File: src/common/acdi_pkg.sv
// constants and contract list for the auto call dialer interface
// Contract
// - on the last interrupt software clears digit present and the dial enable, and no interrupt follows.
// - calling unit status is readable in line register 5 at any time.
// - a change of any selected bit of line register 5 raises a scan event.
// - call origination status at one marks the connection complete.
// - digit leads nb1, nb2, nb4, nb8 come from bits 7, 6, 5, 4 of the digit output register.
// - digit present, call request and digit leads go out; the five status lines come in.
// - with dial enable set, each edge of present next digit raises a channel request.
// - register 2 holds call request bit 1, digit present bit 2, dial enable bit 4; register 5 status.
// - when the unit drops call request the call request bit clears by itself.
// - inputs are not latched; reads return live levels, digit outputs hold until rewritten.
package acdi_pkg;
    localparam logic [4:0] ACDI_LR1_ADR = 5'h04;
    localparam logic [4:0] ACDI_LR2_ADR = 5'h08;
    localparam logic [4:0] ACDI_LR5_ADR = 5'h14;
    localparam logic [4:0] ACDI_SEL_ADR = 5'h18;
    localparam logic [4:0] ACDI_STS_ADR = 5'h00;
    localparam logic [4:0] ACDI_MSK_ADR = 5'h0c;
    localparam logic [4:0] ACDI_INI_ADR = 5'h10;
    localparam int ACDI_CRQ_BIT = 1;
    localparam int ACDI_DPR_BIT = 2;
    localparam int ACDI_DIP_BIT = 4;
    localparam int ACDI_COS_BIT = 0;
    localparam int ACDI_PWI_BIT = 1;
    localparam int ACDI_DLO_BIT = 2;
    localparam int ACDI_ACR_BIT = 3;
    localparam int ACDI_PND_BIT = 4;
    localparam int ACDI_ST_CHREQ = 0;
    localparam int ACDI_ST_SCAN = 1;
    localparam logic [7:0] ACDI_RST_BYTE = 8'h00;
endpackage : acdi_pkg

File: src/verilog/acdi_edge.sv
`timescale 1ns/100ps
// previous-value register and change detector for a status vector
module acdi_edge #(
    parameter int W = 5
) (
    input wire logic clk_i,
    input wire logic rst_i,
    input wire logic [W-1:0] d_i,
    output logic [W-1:0] chg_o
);
    logic [W-1:0] prev_r;
    logic [W-1:0] chg_r;
    logic prime_r;
    // first sample after reset only fills the history; idle-high pins give no false edge
    always_ff @(posedge clk_i) begin
        if (rst_i) begin
            prev_r <= '0;
            chg_r <= '0;
            prime_r <= 1'b0;
        end else begin
            prev_r <= d_i;
            chg_r <= prime_r ? (d_i ^ prev_r) : '0;
            prime_r <= 1'b1;
        end
    end
    assign chg_o = chg_r;
endmodule : acdi_edge

File: src/verilog/acdi_top.sv
`timescale 1ns/100ps
// dialer line interface with wishbone registers
module acdi_top
    import acdi_pkg::*;
(
    input wire logic clk_i,
    input wire logic rst_i,
    input wire logic wb_cyc_i,
    input wire logic wb_stb_i,
    input wire logic wb_we_i,
    input wire logic [4:0] wb_adr_i,
    input wire logic [3:0] wb_sel_i,
    input wire logic [31:0] wb_dat_i,
    output logic [31:0] wb_dat_o,
    output logic wb_ack_o,
    output logic irq_o,
    output logic dpr_o,
    output logic crq_o,
    output logic nb1_o,
    output logic nb2_o,
    output logic nb4_o,
    output logic nb8_o,
    input wire logic acr_i,
    input wire logic pnd_i,
    input wire logic pwi_i,
    input wire logic cos_i,
    input wire logic dlo_i
);
    logic [7:0] digit_output_register_r;
    logic [7:0] lr2_r;
    logic [4:0] sel_r;
    logic [1:0] sts_r;
    logic [1:0] msk_r;
    logic ack_r;
    logic [31:0] dat_r;
    logic irq_r;
    logic crq_in_prev_r;
    logic [4:0] live;
    logic [4:0] chg;
    logic acc;
    logic wr;
    logic wr_lr1;
    logic wr_lr2;
    logic wr_sts;
    logic wr_msk;
    logic wr_sel;
    logic chinit;
    logic chreq_ev;
    logic scan_ev;
    logic crq_drop;
    logic [31:0] rd_mux;
    logic hit;
    logic [1:0] sts_nxt;
    logic [7:0] lr2_nxt;

    // live status, never latched
    // live status read
    assign live = {pnd_i, acr_i, dlo_i, pwi_i, cos_i};

    acdi_edge #(.W(5)) u_edge (
        .clk_i(clk_i),
        .rst_i(rst_i),
        .d_i(live),
        .chg_o(chg)
    );

    assign acc = wb_cyc_i && wb_stb_i && !ack_r;
    assign wr = acc && wb_we_i && wb_sel_i[0];
    assign wr_lr1 = wr && (wb_adr_i == ACDI_LR1_ADR);
    assign wr_lr2 = wr && (wb_adr_i == ACDI_LR2_ADR);
    assign wr_sts = wr && (wb_adr_i == ACDI_STS_ADR);
    assign wr_msk = wr && (wb_adr_i == ACDI_MSK_ADR);
    assign wr_sel = wr && (wb_adr_i == ACDI_SEL_ADR);
    assign chinit = wr && (wb_adr_i == ACDI_INI_ADR) && wb_dat_i[0];

    assign chreq_ev = chg[ACDI_PND_BIT] && lr2_r[ACDI_DIP_BIT];
    assign scan_ev = |(chg & sel_r);
    // unit dropped call request; sensed as origination status falling during a call
    assign crq_drop = crq_in_prev_r && !cos_i && lr2_r[ACDI_CRQ_BIT];

    // set wins over write-one clear
    assign sts_nxt = (sts_r & ~(wr_sts ? wb_dat_i[1:0] : 2'b00)) | {scan_ev, chreq_ev};

    assign lr2_nxt = wr_lr2 ? wb_dat_i[7:0] :
        (crq_drop ? (lr2_r & ~(8'h01 << ACDI_CRQ_BIT)) : lr2_r);

    assign hit = (wb_adr_i == ACDI_LR1_ADR) || (wb_adr_i == ACDI_LR2_ADR) ||
        (wb_adr_i == ACDI_LR5_ADR) || (wb_adr_i == ACDI_STS_ADR) ||
        (wb_adr_i == ACDI_MSK_ADR) || (wb_adr_i == ACDI_SEL_ADR) ||
        (wb_adr_i == ACDI_INI_ADR);

    assign rd_mux = (wb_adr_i == ACDI_LR1_ADR) ? {24'h000000, digit_output_register_r} :
        (wb_adr_i == ACDI_LR2_ADR) ? {24'h000000, lr2_r} :
        (wb_adr_i == ACDI_LR5_ADR) ? {27'h0, live} :
        (wb_adr_i == ACDI_STS_ADR) ? {30'h0, sts_r} :
        (wb_adr_i == ACDI_MSK_ADR) ? {30'h0, msk_r} :
        (wb_adr_i == ACDI_SEL_ADR) ? {27'h0, sel_r} : 32'h00000000;

    // unmapped reads return zero, writes ignored
    always_ff @(posedge clk_i) begin
        if (rst_i) begin
            ack_r <= 1'b0;
            dat_r <= 32'h00000000;
        end else begin
            ack_r <= acc;
            dat_r <= (acc && hit) ? rd_mux : 32'h00000000;
        end
    end

    always_ff @(posedge clk_i) begin
        if (rst_i || chinit) begin
            digit_output_register_r <= ACDI_RST_BYTE;
            lr2_r <= ACDI_RST_BYTE;
            sts_r <= 2'b00;
        end else begin
            if (wr_lr1) begin
                digit_output_register_r <= wb_dat_i[7:0];
            end
            lr2_r <= lr2_nxt;
            sts_r <= sts_nxt;
        end
    end

    always_ff @(posedge clk_i) begin
        if (rst_i) begin
            msk_r <= 2'b00;
            sel_r <= 5'h00;
            crq_in_prev_r <= 1'b0;
        end else begin
            if (wr_msk) begin
                msk_r <= wb_dat_i[1:0];
            end
            if (wr_sel) begin
                sel_r <= wb_dat_i[4:0];
            end
            crq_in_prev_r <= cos_i;
        end
    end

    always_ff @(posedge clk_i) begin
        if (rst_i) begin
            irq_r <= 1'b0;
        end else begin
            irq_r <= |(sts_nxt & msk_r) && !chinit;
        end
    end

    assign wb_ack_o = ack_r;
    assign wb_dat_o = dat_r;
    assign irq_o = irq_r;
    assign nb1_o = digit_output_register_r[7];
    assign nb2_o = digit_output_register_r[6];
    assign nb4_o = digit_output_register_r[5];
    assign nb8_o = digit_output_register_r[4];
    assign crq_o = lr2_r[ACDI_CRQ_BIT];
    assign dpr_o = lr2_r[ACDI_DPR_BIT];

    // request only with enable set
    property p_chreq_needs_dip;
        @(posedge clk_i) disable iff (rst_i)
        (chg[ACDI_PND_BIT] && !lr2_r[ACDI_DIP_BIT] && !chinit && !(wr_sts && wb_dat_i[0]))
            |=> (sts_r[ACDI_ST_CHREQ] == $past(sts_r[ACDI_ST_CHREQ]));
    endproperty
    a_chreq_needs_dip: assert property (p_chreq_needs_dip) else $error("request without enable");

    property p_pnd_edge_req;
        @(posedge clk_i) disable iff (rst_i)
        ($changed(pnd_i) && lr2_r[ACDI_DIP_BIT] && !wr_lr2 && !chinit) ##1 !chinit
            |=> sts_r[ACDI_ST_CHREQ];
    endproperty
    a_pnd_edge_req: assert property (p_pnd_edge_req) else $error("pnd edge lost");

    property p_lr5_live;
        @(posedge clk_i) disable iff (rst_i)
        (acc && !wb_we_i && wb_adr_i == ACDI_LR5_ADR) |=> (wb_dat_o[4:0] == $past(live));
    endproperty
    a_lr5_live: assert property (p_lr5_live) else $error("status not live");

    property p_scan;
        @(posedge clk_i) disable iff (rst_i)
        (|(chg & sel_r) && !chinit) |=> sts_r[ACDI_ST_SCAN];
    endproperty
    a_scan: assert property (p_scan) else $error("scan event lost");

    property p_digit;
        @(posedge clk_i) disable iff (rst_i)
        wr_lr1 && !chinit |=> ({nb8_o, nb4_o, nb2_o, nb1_o} == {$past(wb_dat_i[4]),
            $past(wb_dat_i[5]), $past(wb_dat_i[6]), $past(wb_dat_i[7])});
    endproperty
    a_digit: assert property (p_digit) else $error("digit leads wrong");

    property p_crq_drop;
        @(posedge clk_i) disable iff (rst_i)
        (crq_drop && !wr_lr2) |=> !crq_o;
    endproperty
    a_crq_drop: assert property (p_crq_drop) else $error("crq not cleared");

    property p_hold;
        @(posedge clk_i) disable iff (rst_i)
        (!wr_lr1 && !chinit) |=> $stable(digit_output_register_r);
    endproperty
    a_hold: assert property (p_hold) else $error("outputs not held");

    property p_init;
        @(posedge clk_i) disable iff (rst_i)
        chinit |=> (!crq_o && !dpr_o && !lr2_r[ACDI_DIP_BIT] && !irq_o) [*1];
    endproperty
    a_init: assert property (p_init) else $error("init left state");

    property p_ack;
        @(posedge clk_i) disable iff (rst_i)
        acc |=> wb_ack_o ##1 !wb_ack_o;
    endproperty
    a_ack: assert property (p_ack) else $error("ack not one cycle");
endmodule : acdi_top
File: config.mk
export PLATFORM = sky130hd
export DESIGN_NAME = acdi_top
export DESIGN_NICKNAME = d
export VERILOG_FILES = /design/src/common/acdi_pkg.sv /design/src/verilog/acdi_edge.sv /design/src/verilog/acdi_top.sv
export SDC_FILE = /design/constraint.sdc
export NUM_CORES = 1
export LEC_CHECK = 0
export BUFFER_PORTS_ARGS = -buffer_cell sky130_fd_sc_hd__buf_2
export CELL_PAD_IN_SITES_DETAIL_PLACEMENT = 0
export CELL_PAD_IN_SITES_GLOBAL_PLACEMENT = 1
export CORE_MARGIN = 2
export CORE_UTILIZATION = 34
export CTS_BUF_LIST = sky130_fd_sc_hd__clkbuf_16
export DETAILED_ROUTE_END_ITERATION = 8
export GPL_ROUTABILITY_DRIVEN = 1
export GPL_TIMING_DRIVEN = 0
export PLACE_DENSITY_LB_ADDON = 0.1
export SYNTH_ARGS = -nofsm -noshare
export SYNTH_HDL_FRONTEND = slang
export SYNTH_SLANG_ARGS = --single-unit
File: constraint.sdc
create_clock -name clk_i -period 2.4 [get_ports clk_i]
set_clock_uncertainty 0.1 [all_clocks]
set_input_delay 0.12 -clock clk_i [delete_from_list [all_inputs] [get_ports clk_i]]
set_output_delay 0.12 -clock clk_i [all_outputs]
set_load 0.005 [all_outputs]
* Word-level counts from Yosys, hierarchy flattened *
Index checks and enable logic that the tools add are counted.

storage, ports and cells
  output and inout port bits = 40
  flip-flop bits (word level) = 71
  logic and storage cells = 71
  bits of input ports = 51

operators by class
  eq/ne operators = 6
  multiplexer cells = 10
  bitwise operators = 8
  reduce and logical (&&, ||, !) cells = 33

operator list
  kind                  number
  $mux W8               3
  $mux W5               4
  $logic_and A1 B1 Y1   16
  $eq A5 B5 Y1 const B  3
  $eq A5 B4 Y1 const B  2
  $logic_or A1 B1 Y1    7
  $reduce_or A7 Y1      1
  $reduce_or A2 Y1      3
  $and A5 B5 Y5         1
  $eq A5 B3 Y1 const B  1
  $logic_not A5 Y1      1
  $reduce_or A5 Y1      1
  $xor A5 B5 Y5         1
  $and A2 B2 Y2         2
  $mux W2               2
  $logic_not A1 Y1      3
  $not A1 Y1            2
  $not A2 Y2            1
  $or A2 B2 Y2          1
  $reduce_bool A2 Y1    1
  $mux W1               1

* Logic depth before layout (Yosys ltp) *
Gate-level depths: netlist (run 1).

  depth after elaboration = 12
  gate-level depth with buffers = 6
  gate-level depth less buffers = 4

* Cells and area by module *
A second synthesis (run 1) with hierarchy kept.

second synthesis, totals
  cells, all modules = 217
  area total of the unflattened synthesis = 2,092.0 um^2

by module, submodules not included
  module     cells an instance  times used  sequential area each (um^2)  area an instance (um^2)
  acdi_top   189                1           720.7                        1,747.9
  acdi_edge  28                 1           220.2                        344.1

* Worst setup path after synthesis (run 1) *
Ideal clock, no wire load.

  kind = flip-flop to flip-flop
  from = reg ack_r, in the netlist wb_ack_o
  to = reg digit_output_register_r[0]
  buffers on the path = 0
  setup time = 135 ps
  period minus slack after synthesis = 1,767 ps
  stages on the path, launching flop included = 5
  required time = 2,165 ps
  slack = 633 ps
  data arrival time = 1,533 ps
  path through = dfxtp_1 > nand3b_2 > nor4_4 > mux2i_1 > nor2_1

between the ends
  longest elaborated chain between the ends = 7
  elaborated cells between the ends (all ways) = 8
  those cells by class = 8 x reduce/logical

ends and longest elaborated chain
  item                                RTL line         RTL
  start: declaration                  acdi_top.sv:34   logic ack_r;
  start signal: assignment            acdi_top.sv:102  ack_r <= 1'b0;
  start signal: assignment            acdi_top.sv:105  ack_r <= acc;
  $logic_not A1 Y1 *                  acdi_top.sv:67   assign acc = wb_cyc_i && wb_stb_i && !ack_r;
  $logic_and A1 B1 Y1 *               acdi_top.sv:67
  $logic_and A1 B1 Y1 * (2 in a row)  acdi_top.sv:68   assign wr = acc && wb_we_i && wb_sel_i[0];
  $logic_and A1 B1 Y1 (2 in a row)    acdi_top.sv:74   assign chinit = wr && (wb_adr_i == ACDI_INI_ADR) && wb_dat_i[0];
  $logic_or A1 B1 Y1                  acdi_top.sv:111  if (rst_i || chinit) begin
  end signal: assignment              acdi_top.sv:117  digit_output_register_r <= wb_dat_i[7:0];
  end: declaration                    acdi_top.sv:29   logic [7:0] digit_output_register_r;

Mark *: on every way between the ends. The rest lies on a longest branch, timed or not.
A chain may end at the register's enable or synchronous reset.

* Worst setup path in the final report (run 1) *
  from = reg ack_r, in the netlist wb_ack_o
  to = reg lr2_r[7]

between the ends
  longest elaborated chain between the ends = 7
  elaborated cells between the ends (all ways) = 8
  those cells by class = 8 x reduce/logical

ends and longest elaborated chain
  item                                RTL line         RTL
  $logic_not A1 Y1 *                  acdi_top.sv:67
  $logic_and A1 B1 Y1 *               acdi_top.sv:67
  $logic_and A1 B1 Y1 * (2 in a row)  acdi_top.sv:68
  $logic_and A1 B1 Y1 (2 in a row)    acdi_top.sv:74
  $logic_or A1 B1 Y1                  acdi_top.sv:111
  end signal: assignment              acdi_top.sv:119  lr2_r <= lr2_nxt;
  end: declaration                    acdi_top.sv:30   logic [7:0] lr2_r;

Marked as above.

==> flow_metrics.py, run 1 <==
metrics = {
    "routing": {
        "routed_wl_mm": 4.84,
        "drtIter0Drc": 62,
        "wl_per_cell_um": 13.3,
        "route.detailed.drc": 0,
        "first_pass_iters": 4,
        "drtAntennaViolNets": 0,
        "vias": 1676,
        "viasPerCell": 4.59,
    },
    "worst_setup_path": {
        "rr_startpoint": "wb_ack_o",
        "crit_path_max_fanout": 10,
        "cp-startpoint": "wb_ack_o",
        "startpoint_type": "flop",
        "crit_type": "reg -> reg",
        "crit_path_end_kind": "flop",
        "worst_ep_arrival_time_ns": 2.18,
        "cp_data_required_time_ns": 2.45,
    },
    "placement": {
        "placed_area_um2": 2460,
        "dp.cells": 352,
        "dp_hpwl_mm": 3.61,
        "io_buffers": 39,
        "pre_cts_ws_ns": 0.0877,
        "place_congestion": 0.759,
    },
    "floorplanning": {
        "die_h_um": 82.4,
        "die_area_um2": 6790,
        "pin_count": 91,
        "die_width_um": 82.4,
        "core-area_um2": 5920,
        "initial_core_util": 0.353,
        "num_rows": 28,
    },
    "finish": {
        "n_antenna_cell": 0,
        "finalInstanceArea_um2": 2670,
        "drive_gt1_frac": 0.283,
        "layout-area-overhead-vs-synth_pct": 27.7,
        "utilization": 0.451,
        "final_cells": 365,
        "nets": 342,
    },
    "synth": {
        "synth_edf_count": 0,
        "yosysSeqAreaShare": 0.441,
        "synth_ff_type": "dfxtp_1",
        "syn_area_um2": 2090,
        "synth_seq_cells": 46,
        "syn_area_per_cell_um2": 9.72,
        "syn_inst": 215,
        "yosysUniqueCellTypes": 42,
        "synth_warnings": 0,
        "synthArstFlopShare": 0,
    },
    "cts": {
        "post_cts_buffers": 0,
        "numCtsBuffers": 5,
        "numClockSinks": 46,
        "cts_htree_levels": 2,
        "clockBufferDepth": 2,
        "cts.clk_slew.worst_paths_ns": 0.06,
        "cts_tree": "built",
        "clk_root_buffer_cell": "clkbuf_16",
        "clkLatencyLatePin_ns": 0.28,
    },
    "power": {
        "power.density_nw_per_um2": 593,
        "power.total_mw": 1.58,
        "p_leak_nw": 1.16,
        "ir_drop_mv": 0.301,
    },
    "timing": {
        "tightest_slew_ns": 0.803,
        "hold_viol": 0,
        "period_needed_ns": 2.12,
        "timing.final.crit_share": 0.885,
        "rsz0062_at_grt": "no",
        "tns_ns": 0,
        "fin_hold_ws_ns": 0.00299,
        "finalMaxSlewViolations": 0,
        "report.final.setup_viol": 0,
        "setup_ws_ns": 0.276,
        "fmax_mhz": 471,
        "slew-limit-headroom": 0.461,
    },
    "global_routing": {
        "grt_overflow": 0,
        "grt_max_degree": 14,
        "grt_pass1_wl_mm": 7.56,
        "antenna_found_initial": 0,
        "grt_usage": 0.153,
        "grt_pass1_vias": 1533,
    },
    "flow_run": {
        "maxCapViolCount": 0,
    },
    "min_path": {
        "hold_class": "in -> reg",
        "min_from": "acr_i",
    },
    "run_status": {
        "outcome": "finished, final reports clean",
    },
}
## worst paths after layout
check                                        end  slack [ns]  cells after the start
worst min register to register       wb_dat_o[2]        0.35                      2
worst min-delay path            u_edge.prev_r[3]       0.003                      2
worst max register to register          lr2_r[7]        0.28                      4
worst max-delay path                    lr2_r[7]        0.28                      4
## report_power, final
| group | leakage [nW] | switching (mW) | total, mW | internal (mW) |
|---|---|---|---|---|
| combinational | 0.721 | 0.0833 | 0.158 | 0.0750 |
| sequential | 0.373 | 0.00422 | 0.779 | 0.775 |
| clock | 0.0694 | 0.269 | 0.644 | 0.376 |
| total | 1.16 | 0.356 | 1.58 | 1.23 |
## worst max-delay path, stage by stage, from the launching register on
cell and delay [ns]:
dfxtp_1 0.31, nand3b_2 0.42, o31ai_4 0.57, clkbuf_1 0.49, nor2_1 0.10
## layer usage
metal  wire length, µm  track usage  vias up
li1                  -            -      844
met1              2140        0.195      770
met2              2300        0.244       54
met3               330       0.0424        8
met4                78       0.0567        0
met5                 0            0        -
## synth_stat cells (all sizes together) (2+ instances only)
cell,instances,share of area
a21o,2,0.0072
a21oi,7,0.017
a22o,4,0.017
a22oi,4,0.014
a31oi,2,0.0060
buf,27,0.096
clkbuf,4,0.012
dfxtp,46,0.44
inv,4,0.0072
mux2,2,0.011
mux2i,22,0.11
nand2,9,0.016
nand2b,4,0.012
nand3,2,0.0048
nand4bb,2,0.011
nor2,38,0.068
nor2b,4,0.012
nor3,2,0.0048
nor4,6,0.040
o211ai,3,0.011
o31ai,2,0.0096
or3,2,0.0060
xnor2,4,0.017
## sequential cells by signal (all words and copies together) (netlist names), 2 cells and up
signal	count
lr2_r	8
digit_output_register_r	8
wb_dat_o	8
u_edge.prev_r	5
u_edge.chg_o	5
sts_r	2
msk_r	2
sel_r	5
## kinds of logic (layout without fill, tap and decap cells)
kind of cell | count (synthesis) | in the layout | share of synthesized area
muxes | 24 | 24 | 0.116
xor gates and xnor gates | 4 | 4 | 0.0168
adders and majority gates | 1 | 1 | 0.00599
and+or+nand+nor | 74 | 74 | 0.196
buffers and inverters | 36 | 88 | 0.117
AOI/OAI and AO/OA | 29 | 29 | 0.105
other | 1 | 24 | 0.00179
DFF | 46 | 46 | 0.441
## repair_timing
item                                    4_1_cts  5_1_grt
hold buffers                                  6        0
endpoints found under the setup margin        0       10
resized for setup                             0        1
hold endpoints to repair                     11        0
## cells in the final DEF (no fill, tap or decap), drive strengths merged, types with 2 or more instances in the layout
cell,netlist,routed
nor2b,4,4
nand2,9,9
a21oi,7,7
clkinv,1,3
o31ai,2,2
nor2,38,38
a21o,2,2
nor4,6,6
nand4bb,2,2
nand2b,4,4
buf,27,66
xnor2,4,4
a22oi,4,4
or3,2,2
conb,1,24
nor3,2,2
mux2i,22,22
dfxtp,46,46
a22o,4,4
mux2,2,2
clkbuf,4,9
o211ai,3,3
nand3,2,2
inv,4,4
dlygate4sd3,0,6
a31oi,2,2
## area by class of cell
| type | instances | area, µm² |
|---|---|---|
| Buffer | 31 | 225 |
| Clock buffer | 5 | 125 |
| Clock inverter | 2 | 10.0 |
| Fill cell | 635 | 3250 |
| Inverter | 5 | 18.8 |
| Multi-Input combinational cell | 156 | 1020 |
| Sequential cell | 46 | 921 |
| Tap cell | 75 | 93.8 |
| Timing Repair Buffer | 45 | 255 |
Note: power is estimated with default switching activity, not from simulation.
==> run 2: changes to the inputs <==
- ABC_AREA: unset -> 1
- ABC_CLOCK_PERIOD_IN_PS: unset -> 2400
- GPL_TIMING_DRIVEN: 0 -> unset
==> flow_metrics.py, run 2 <==
metrics = {
    "synth": {
        "synth_ff_type": "dfxtp_1",
        "netlist.area_leader.share": 0.413,
        "synth_top_cell_by_area": "dfxtp_1",
        "yosysMostFrequentCell": "nand2_1",
        "syn_area_um2": 2230,
        "synth_seq_cells": 46,
        "yosysSeqAreaShare": 0.413,
        "synth.area.top_cells": "dfxtp_1 41%, nand2_1 9.8%, buf_4 8.4%",
        "synth_warnings": 0,
        "synth_edf_count": 0,
        "yosysUniqueCellTypes": 31,
        "syn_inst": 274,
        "synthTopCellsByCount": "58 x nand2_1, 46 x dfxtp_1, 37 x nor2_1",
        "syn_area_per_cell_um2": 8.14,
        "synthArstFlopShare": 0,
    },
    "finish": {
        "n_antenna_cell": 0,
        "drive_gt1_frac": 0.252,
        "nets": 372,
        "num-fill-cells": 672,
        "final_cells": 398,
        "finalInstanceArea_um2": 2580,
        "final_common_cell": "nand2_1",
        "utilization": 0.406,
        "mostFrequentLayoutCells": "58 x nand2_1, 46 x dfxtp_1, 39 x buf_2",
        "layout-area-overhead-vs-synth_pct": 15.5,
    },
    "routing": {
        "route.detailed.drc": 0,
        "vias": 1737,
        "first_pass_iters": 4,
        "viasPerCell": 4.36,
        "wl_per_cell_um": 11.9,
        "drtIter0Drc": 88,
        "drtAntennaViolNets": 0,
        "routed_wl_mm": 4.72,
    },
    "cts": {
        "post_cts_buffers": 0,
        "clk_root_buffer_cell": "clkbuf_16",
        "numClockSinks": 46,
        "numCtsBuffers": 5,
        "clockBufferDepth": 2,
        "cts_tree": "built",
        "post_cts_resized": 0,
        "clkLatencyLatePin_ns": 0.28,
        "cts_htree_levels": 2,
        "cts.clk_slew.worst_paths_ns": 0.06,
    },
    "worst_setup_path": {
        "timing.critical_path.cells": "inv_1 > nand3_4 > nor2_8 > inv_4 > nor2_2 > inv_2 > nor2_1 > nor2_1",
        "crit_path_end_kind": "flop",
        "slowest_delay_ns": 0.30,
        "crit_path_max_fanout": 6,
        "startpoint_type": "flop",
        "cp_data_required_time_ns": 2.47,
        "cpMostUsedCell": "nor2_1",
        "worst_ep_arrival_time_ns": 1.49,
        "worst_path_max_delay_cell": "dfxtp_1",
        "crit_type": "reg -> reg",
    },
    "timing": {
        "hold_viol": 1,
        "fin_hold_ws_ns": -0.00184,
        "rsz0062_at_grt": "no",
        "period_needed_ns": 1.42,
        "finalMaxSlewViolations": 0,
        "report.final.setup_viol": 0,
        "fmax_mhz": 702,
        "setup_ws_ns": 0.976,
        "tns_ns": 0,
        "timing.final.crit_share": 0.593,
    },
    "global_routing": {
        "grt_max_degree": 19,
        "grt_pass1_wl_mm": 7.94,
        "grt_overflow": 0,
        "grt_usage": 0.141,
        "antenna_found_initial": 0,
        "grt_pass1_vias": 1602,
    },
    "power": {
        "p_leak_nw": 1.14,
        "power.total_mw": 1.54,
        "ir_drop_mv": 0.375,
        "power.density_nw_per_um2": 600,
    },
    "floorplanning": {
        "die_h_um": 85.0,
        "die_area_um2": 7220,
        "core-area_um2": 6350,
        "initial_core_util": 0.351,
        "pin_count": 91,
        "num_rows": 29,
        "die_width_um": 85.0,
    },
    "min_path": {
        "hold_class": "in -> reg",
    },
    "flow_run": {
        "maxCapViolCount": 0,
    },
    "placement": {
        "pre_cts_ws_ns": 0.912,
        "placed_area_um2": 2380,
        "dp.cells": 384,
        "io_buffers": 39,
        "place_congestion": 0.742,
        "dp_hpwl_mm": 3.65,
    },
    "run_status": {
        "violations": "negative hold slack",
        "outcome": "finished with violations",
    },
}
## run 2: cell types whose count changed in the layout (fill, tap and decap cells not counted), sizes merged, moves of 6 or more
| cell | before | now |
|---|---|---|
| nand2 | 9 | 59 |
| buf | 66 | 39 |
| mux2i | 22 | 0 |
| o21ai | 0 | 17 |
| inv | 4 | 20 |
| nand4 | 0 | 15 |
| a21oi | 7 | 21 |
| nand3 | 2 | 12 |
| nor2 | 38 | 46 |
| nor4 | 6 | 0 |
## run 2: kinds of logic after synthesis
family          synth area share
xor+xnor                  0.0157
other cells              0.00168
fa+ha+maj                0.00561
simple gates               0.314
buf+inv                    0.148
flops                      0.413
compound gates             0.102
## run 2: timing repair
action,CTS,global route
hold buffers,6,0
hold endpoints to repair,7,0
setup endpoints to repair,0,0
## run 2: worst paths after layout
kind | startpoint | cells after the start | endpoint | slack, ns
max reg2reg | wb_ack_o | 8 | sel_r[4] | 0.98
min reg2reg | digit_output_register_r[3] | 2 | digit_output_register_r[3] | 0.37
max | wb_ack_o | 8 | sel_r[4] | 0.98
min | cos_i | 3 | u_edge.prev_r[0] | -0.002
## run 2: area by class of cell
| cell class | count | area [µm²] | area share |
|---|---|---|---|
| clock buffers | 5 | 125 | 0.0486 |
| clock inverters | 3 | 12.5 | 0.00486 |
| inverters | 22 | 101 | 0.0393 |
| multi-input cells | 200 | 1060 | 0.413 |
| flip-flops and latches | 46 | 921 | 0.357 |
| well taps | 77 | 96.3 | 0.0374 |
| repair buffers | 45 | 255 | 0.0991 |
## run 2: worst max-delay path: cells and delay by family, from the launching register on
family                 cells  cell delay, ns
buffers and inverters      3            0.27
AND/OR/NAND/NOR            5            0.63
flip-flops                 1            0.30
## run 2: metal layers
layer | global-route usage | wire length [µm]
met5 | 0 | 0
met4 | 0.0390 | 31
met3 | 0.0370 | 174
met2 | 0.224 | 2140
met1 | 0.188 | 2370
## run 2: report_power, final
part	total [mW]	internal, mW	switching (mW)
clock	0.644	0.376	0.267
sequential	0.778	0.775	0.00364
combinational	0.123	0.0410	0.0817
==> run 3: changes to the inputs <==
- ABC_CLOCK_PERIOD_IN_PS: 2400 -> 1300
- CORE_UTILIZATION: 34 -> 31
- clock period: 2.4 -> 1.3 ns (I/O delays scaled with it)
==> flow_metrics.py, run 3 (synthesized netlist as in run 2, its figures left out) <==
metrics = {
    "run_status": {
        "outcome": "finished, final reports clean",
    },
    "placement": {
        "place_congestion": 0.695,
        "dp_hpwl_mm": 3.91,
        "io_buffers": 39,
        "pre_cts_ws_ns": -0.0539,
        "dp.cells": 415,
    },
    "cts": {
        "cts_htree_levels": 2,
        "cts.clk_slew.worst_paths_ns": 0.06,
        "clkLatencyLatePin_ns": 0.28,
        "clockBufferDepth": 2,
        "numCtsBuffers": 5,
        "cts_tree": "built",
        "numClockSinks": 46,
        "clk_root_buffer_cell": "clkbuf_16",
    },
    "timing": {
        "setup_ws_ns": 0.0287,
        "timing.final.crit_share": 0.978,
        "tns_ns": 0,
        "rsz0062_at_grt": "yes",
        "hold_viol": 0,
        "fmax_mhz": 787,
        "fin_hold_ws_ns": 0.0121,
        "finalMaxSlewViolations": 0,
        "period_needed_ns": 1.27,
        "report.final.setup_viol": 0,
    },
    "floorplanning": {
        "initial_core_util": 0.325,
        "die_area_um2": 7890,
        "core-area_um2": 6870,
        "num_rows": 30,
        "die_width_um": 88.8,
        "pin_count": 91,
        "die_h_um": 88.8,
    },
    "routing": {
        "route.detailed.drc": 0,
        "first_pass_iters": 4,
        "routed_wl_mm": 5.22,
        "vias": 1816,
        "viasPerCell": 4.17,
        "drtIter0Drc": 58,
        "drtAntennaViolNets": 0,
        "wl_per_cell_um": 12.0,
    },
    "min_path": {
        "hold_class": "in -> reg",
    },
    "finish": {
        "num-fill-cells": 761,
        "nets": 391,
        "n_antenna_cell": 0,
        "final_common_cell": "nand2_1",
        "final_cells": 436,
        "utilization": 0.411,
        "drive_gt1_frac": 0.312,
        "mostFrequentLayoutCells": "57 x nand2_1, 45 x dfxtp_1, 39 x buf_2",
        "layout-area-overhead-vs-synth_pct": 26.5,
    },
    "global_routing": {
        "antenna_found_initial": 0,
        "grt_overflow": 0,
        "grt_max_degree": 19,
        "grt_usage": 0.142,
        "grt_pass1_wl_mm": 8.40,
        "grt_pass1_vias": 1679,
    },
    "worst_setup_path": {
        "crit_type": "reg -> reg",
        "crit_path_max_fanout": 10,
        "startpoint_type": "flop",
        "cp_data_required_time_ns": 1.42,
        "worst_ep_arrival_time_ns": 1.39,
        "crit_path_end_kind": "flop",
    },
    "power": {
        "p_leak_nw": 1.23,
        "ir_drop_mv": 0.593,
        "power.density_nw_per_um2": 1030,
    },
    "flow_run": {
        "maxCapViolCount": 0,
    },
}
run 3: cell count changes in the layout (fill, tap and decap cells not counted), sizes merged:
cell	previous run	this run
buf	39	53
dlygate4sd3	6	11
run 3: per-layer routing:
layer  track usage  share of wire  vias to the layer above
li1              -              -                      966
met1         0.192           0.48                      801
met2         0.229           0.46                       44
met3        0.0289          0.051                        5
met4        0.0413          0.011                        0
met5             0              0                        -
run 3: critical path: stages (launching register included):
cell     delay (ns)
dfxtp_2        0.32
inv_2          0.06
nand3_4        0.10
nor2_8         0.13
buf_4          0.15
nand2_8        0.08
o21ai_0        0.08
o21ai_1        0.10
nor2_2         0.10
run 3: final timing paths:
kind | slack (ns) | cells past startpoint | from | to
max | 0.03 | 8 | wb_ack_o | lr2_r[1]
min reg2reg | 0.36 | 2 | digit_output_register_r[1] | digit_output_register_r[1]
max reg2reg | 0.03 | 8 | wb_ack_o | lr2_r[1]
min | 0.01 | 3 | wb_dat_i[1] | sel_r[1]
run 3: metrics by stage:
step           total power, mW  instance area (µm²)
5_1_grt                   3.01                 2820
3_3_place_gp              1.70                 2510
4_1_cts                   2.94                 2770
3_5_place_dp              1.70                 2510
6_report                  2.90                 2820
2_1_floorplan             1.66                 2320
run 3: layout make-up:
cell class / count / area (µm²) / share of cell area
clock inverter: 3 / 12.5 / 0.00443
inverter: 22 / 111 / 0.0395
clock buffer: 5 / 125 / 0.0443
sequential: 46 / 922 / 0.327
timing repair buffer: 64 / 427 / 0.151
multi-input combinational: 200 / 1100 / 0.391
tap: 96 / 120 / 0.0426
run 3: repair_timing:
action	4_1_cts	5_1_grt
buffers inserted	1	1
resized for setup	2	13
hold buffers	11	0
endpoints found under the setup margin	32	31
endpoints found under the hold margin	24	0
pin swaps	2	1
run 3: report_power, final:
| part | leakage, nW | switching [mW] | internal, mW |
|---|---|---|---|
| logic | 0.781 | 0.164 | 0.100 |
| registers | 0.374 | 0.00704 | 1.43 |
| clock network | 0.0724 | 0.508 | 0.695 |
| total | 1.23 | 0.679 | 2.23 |
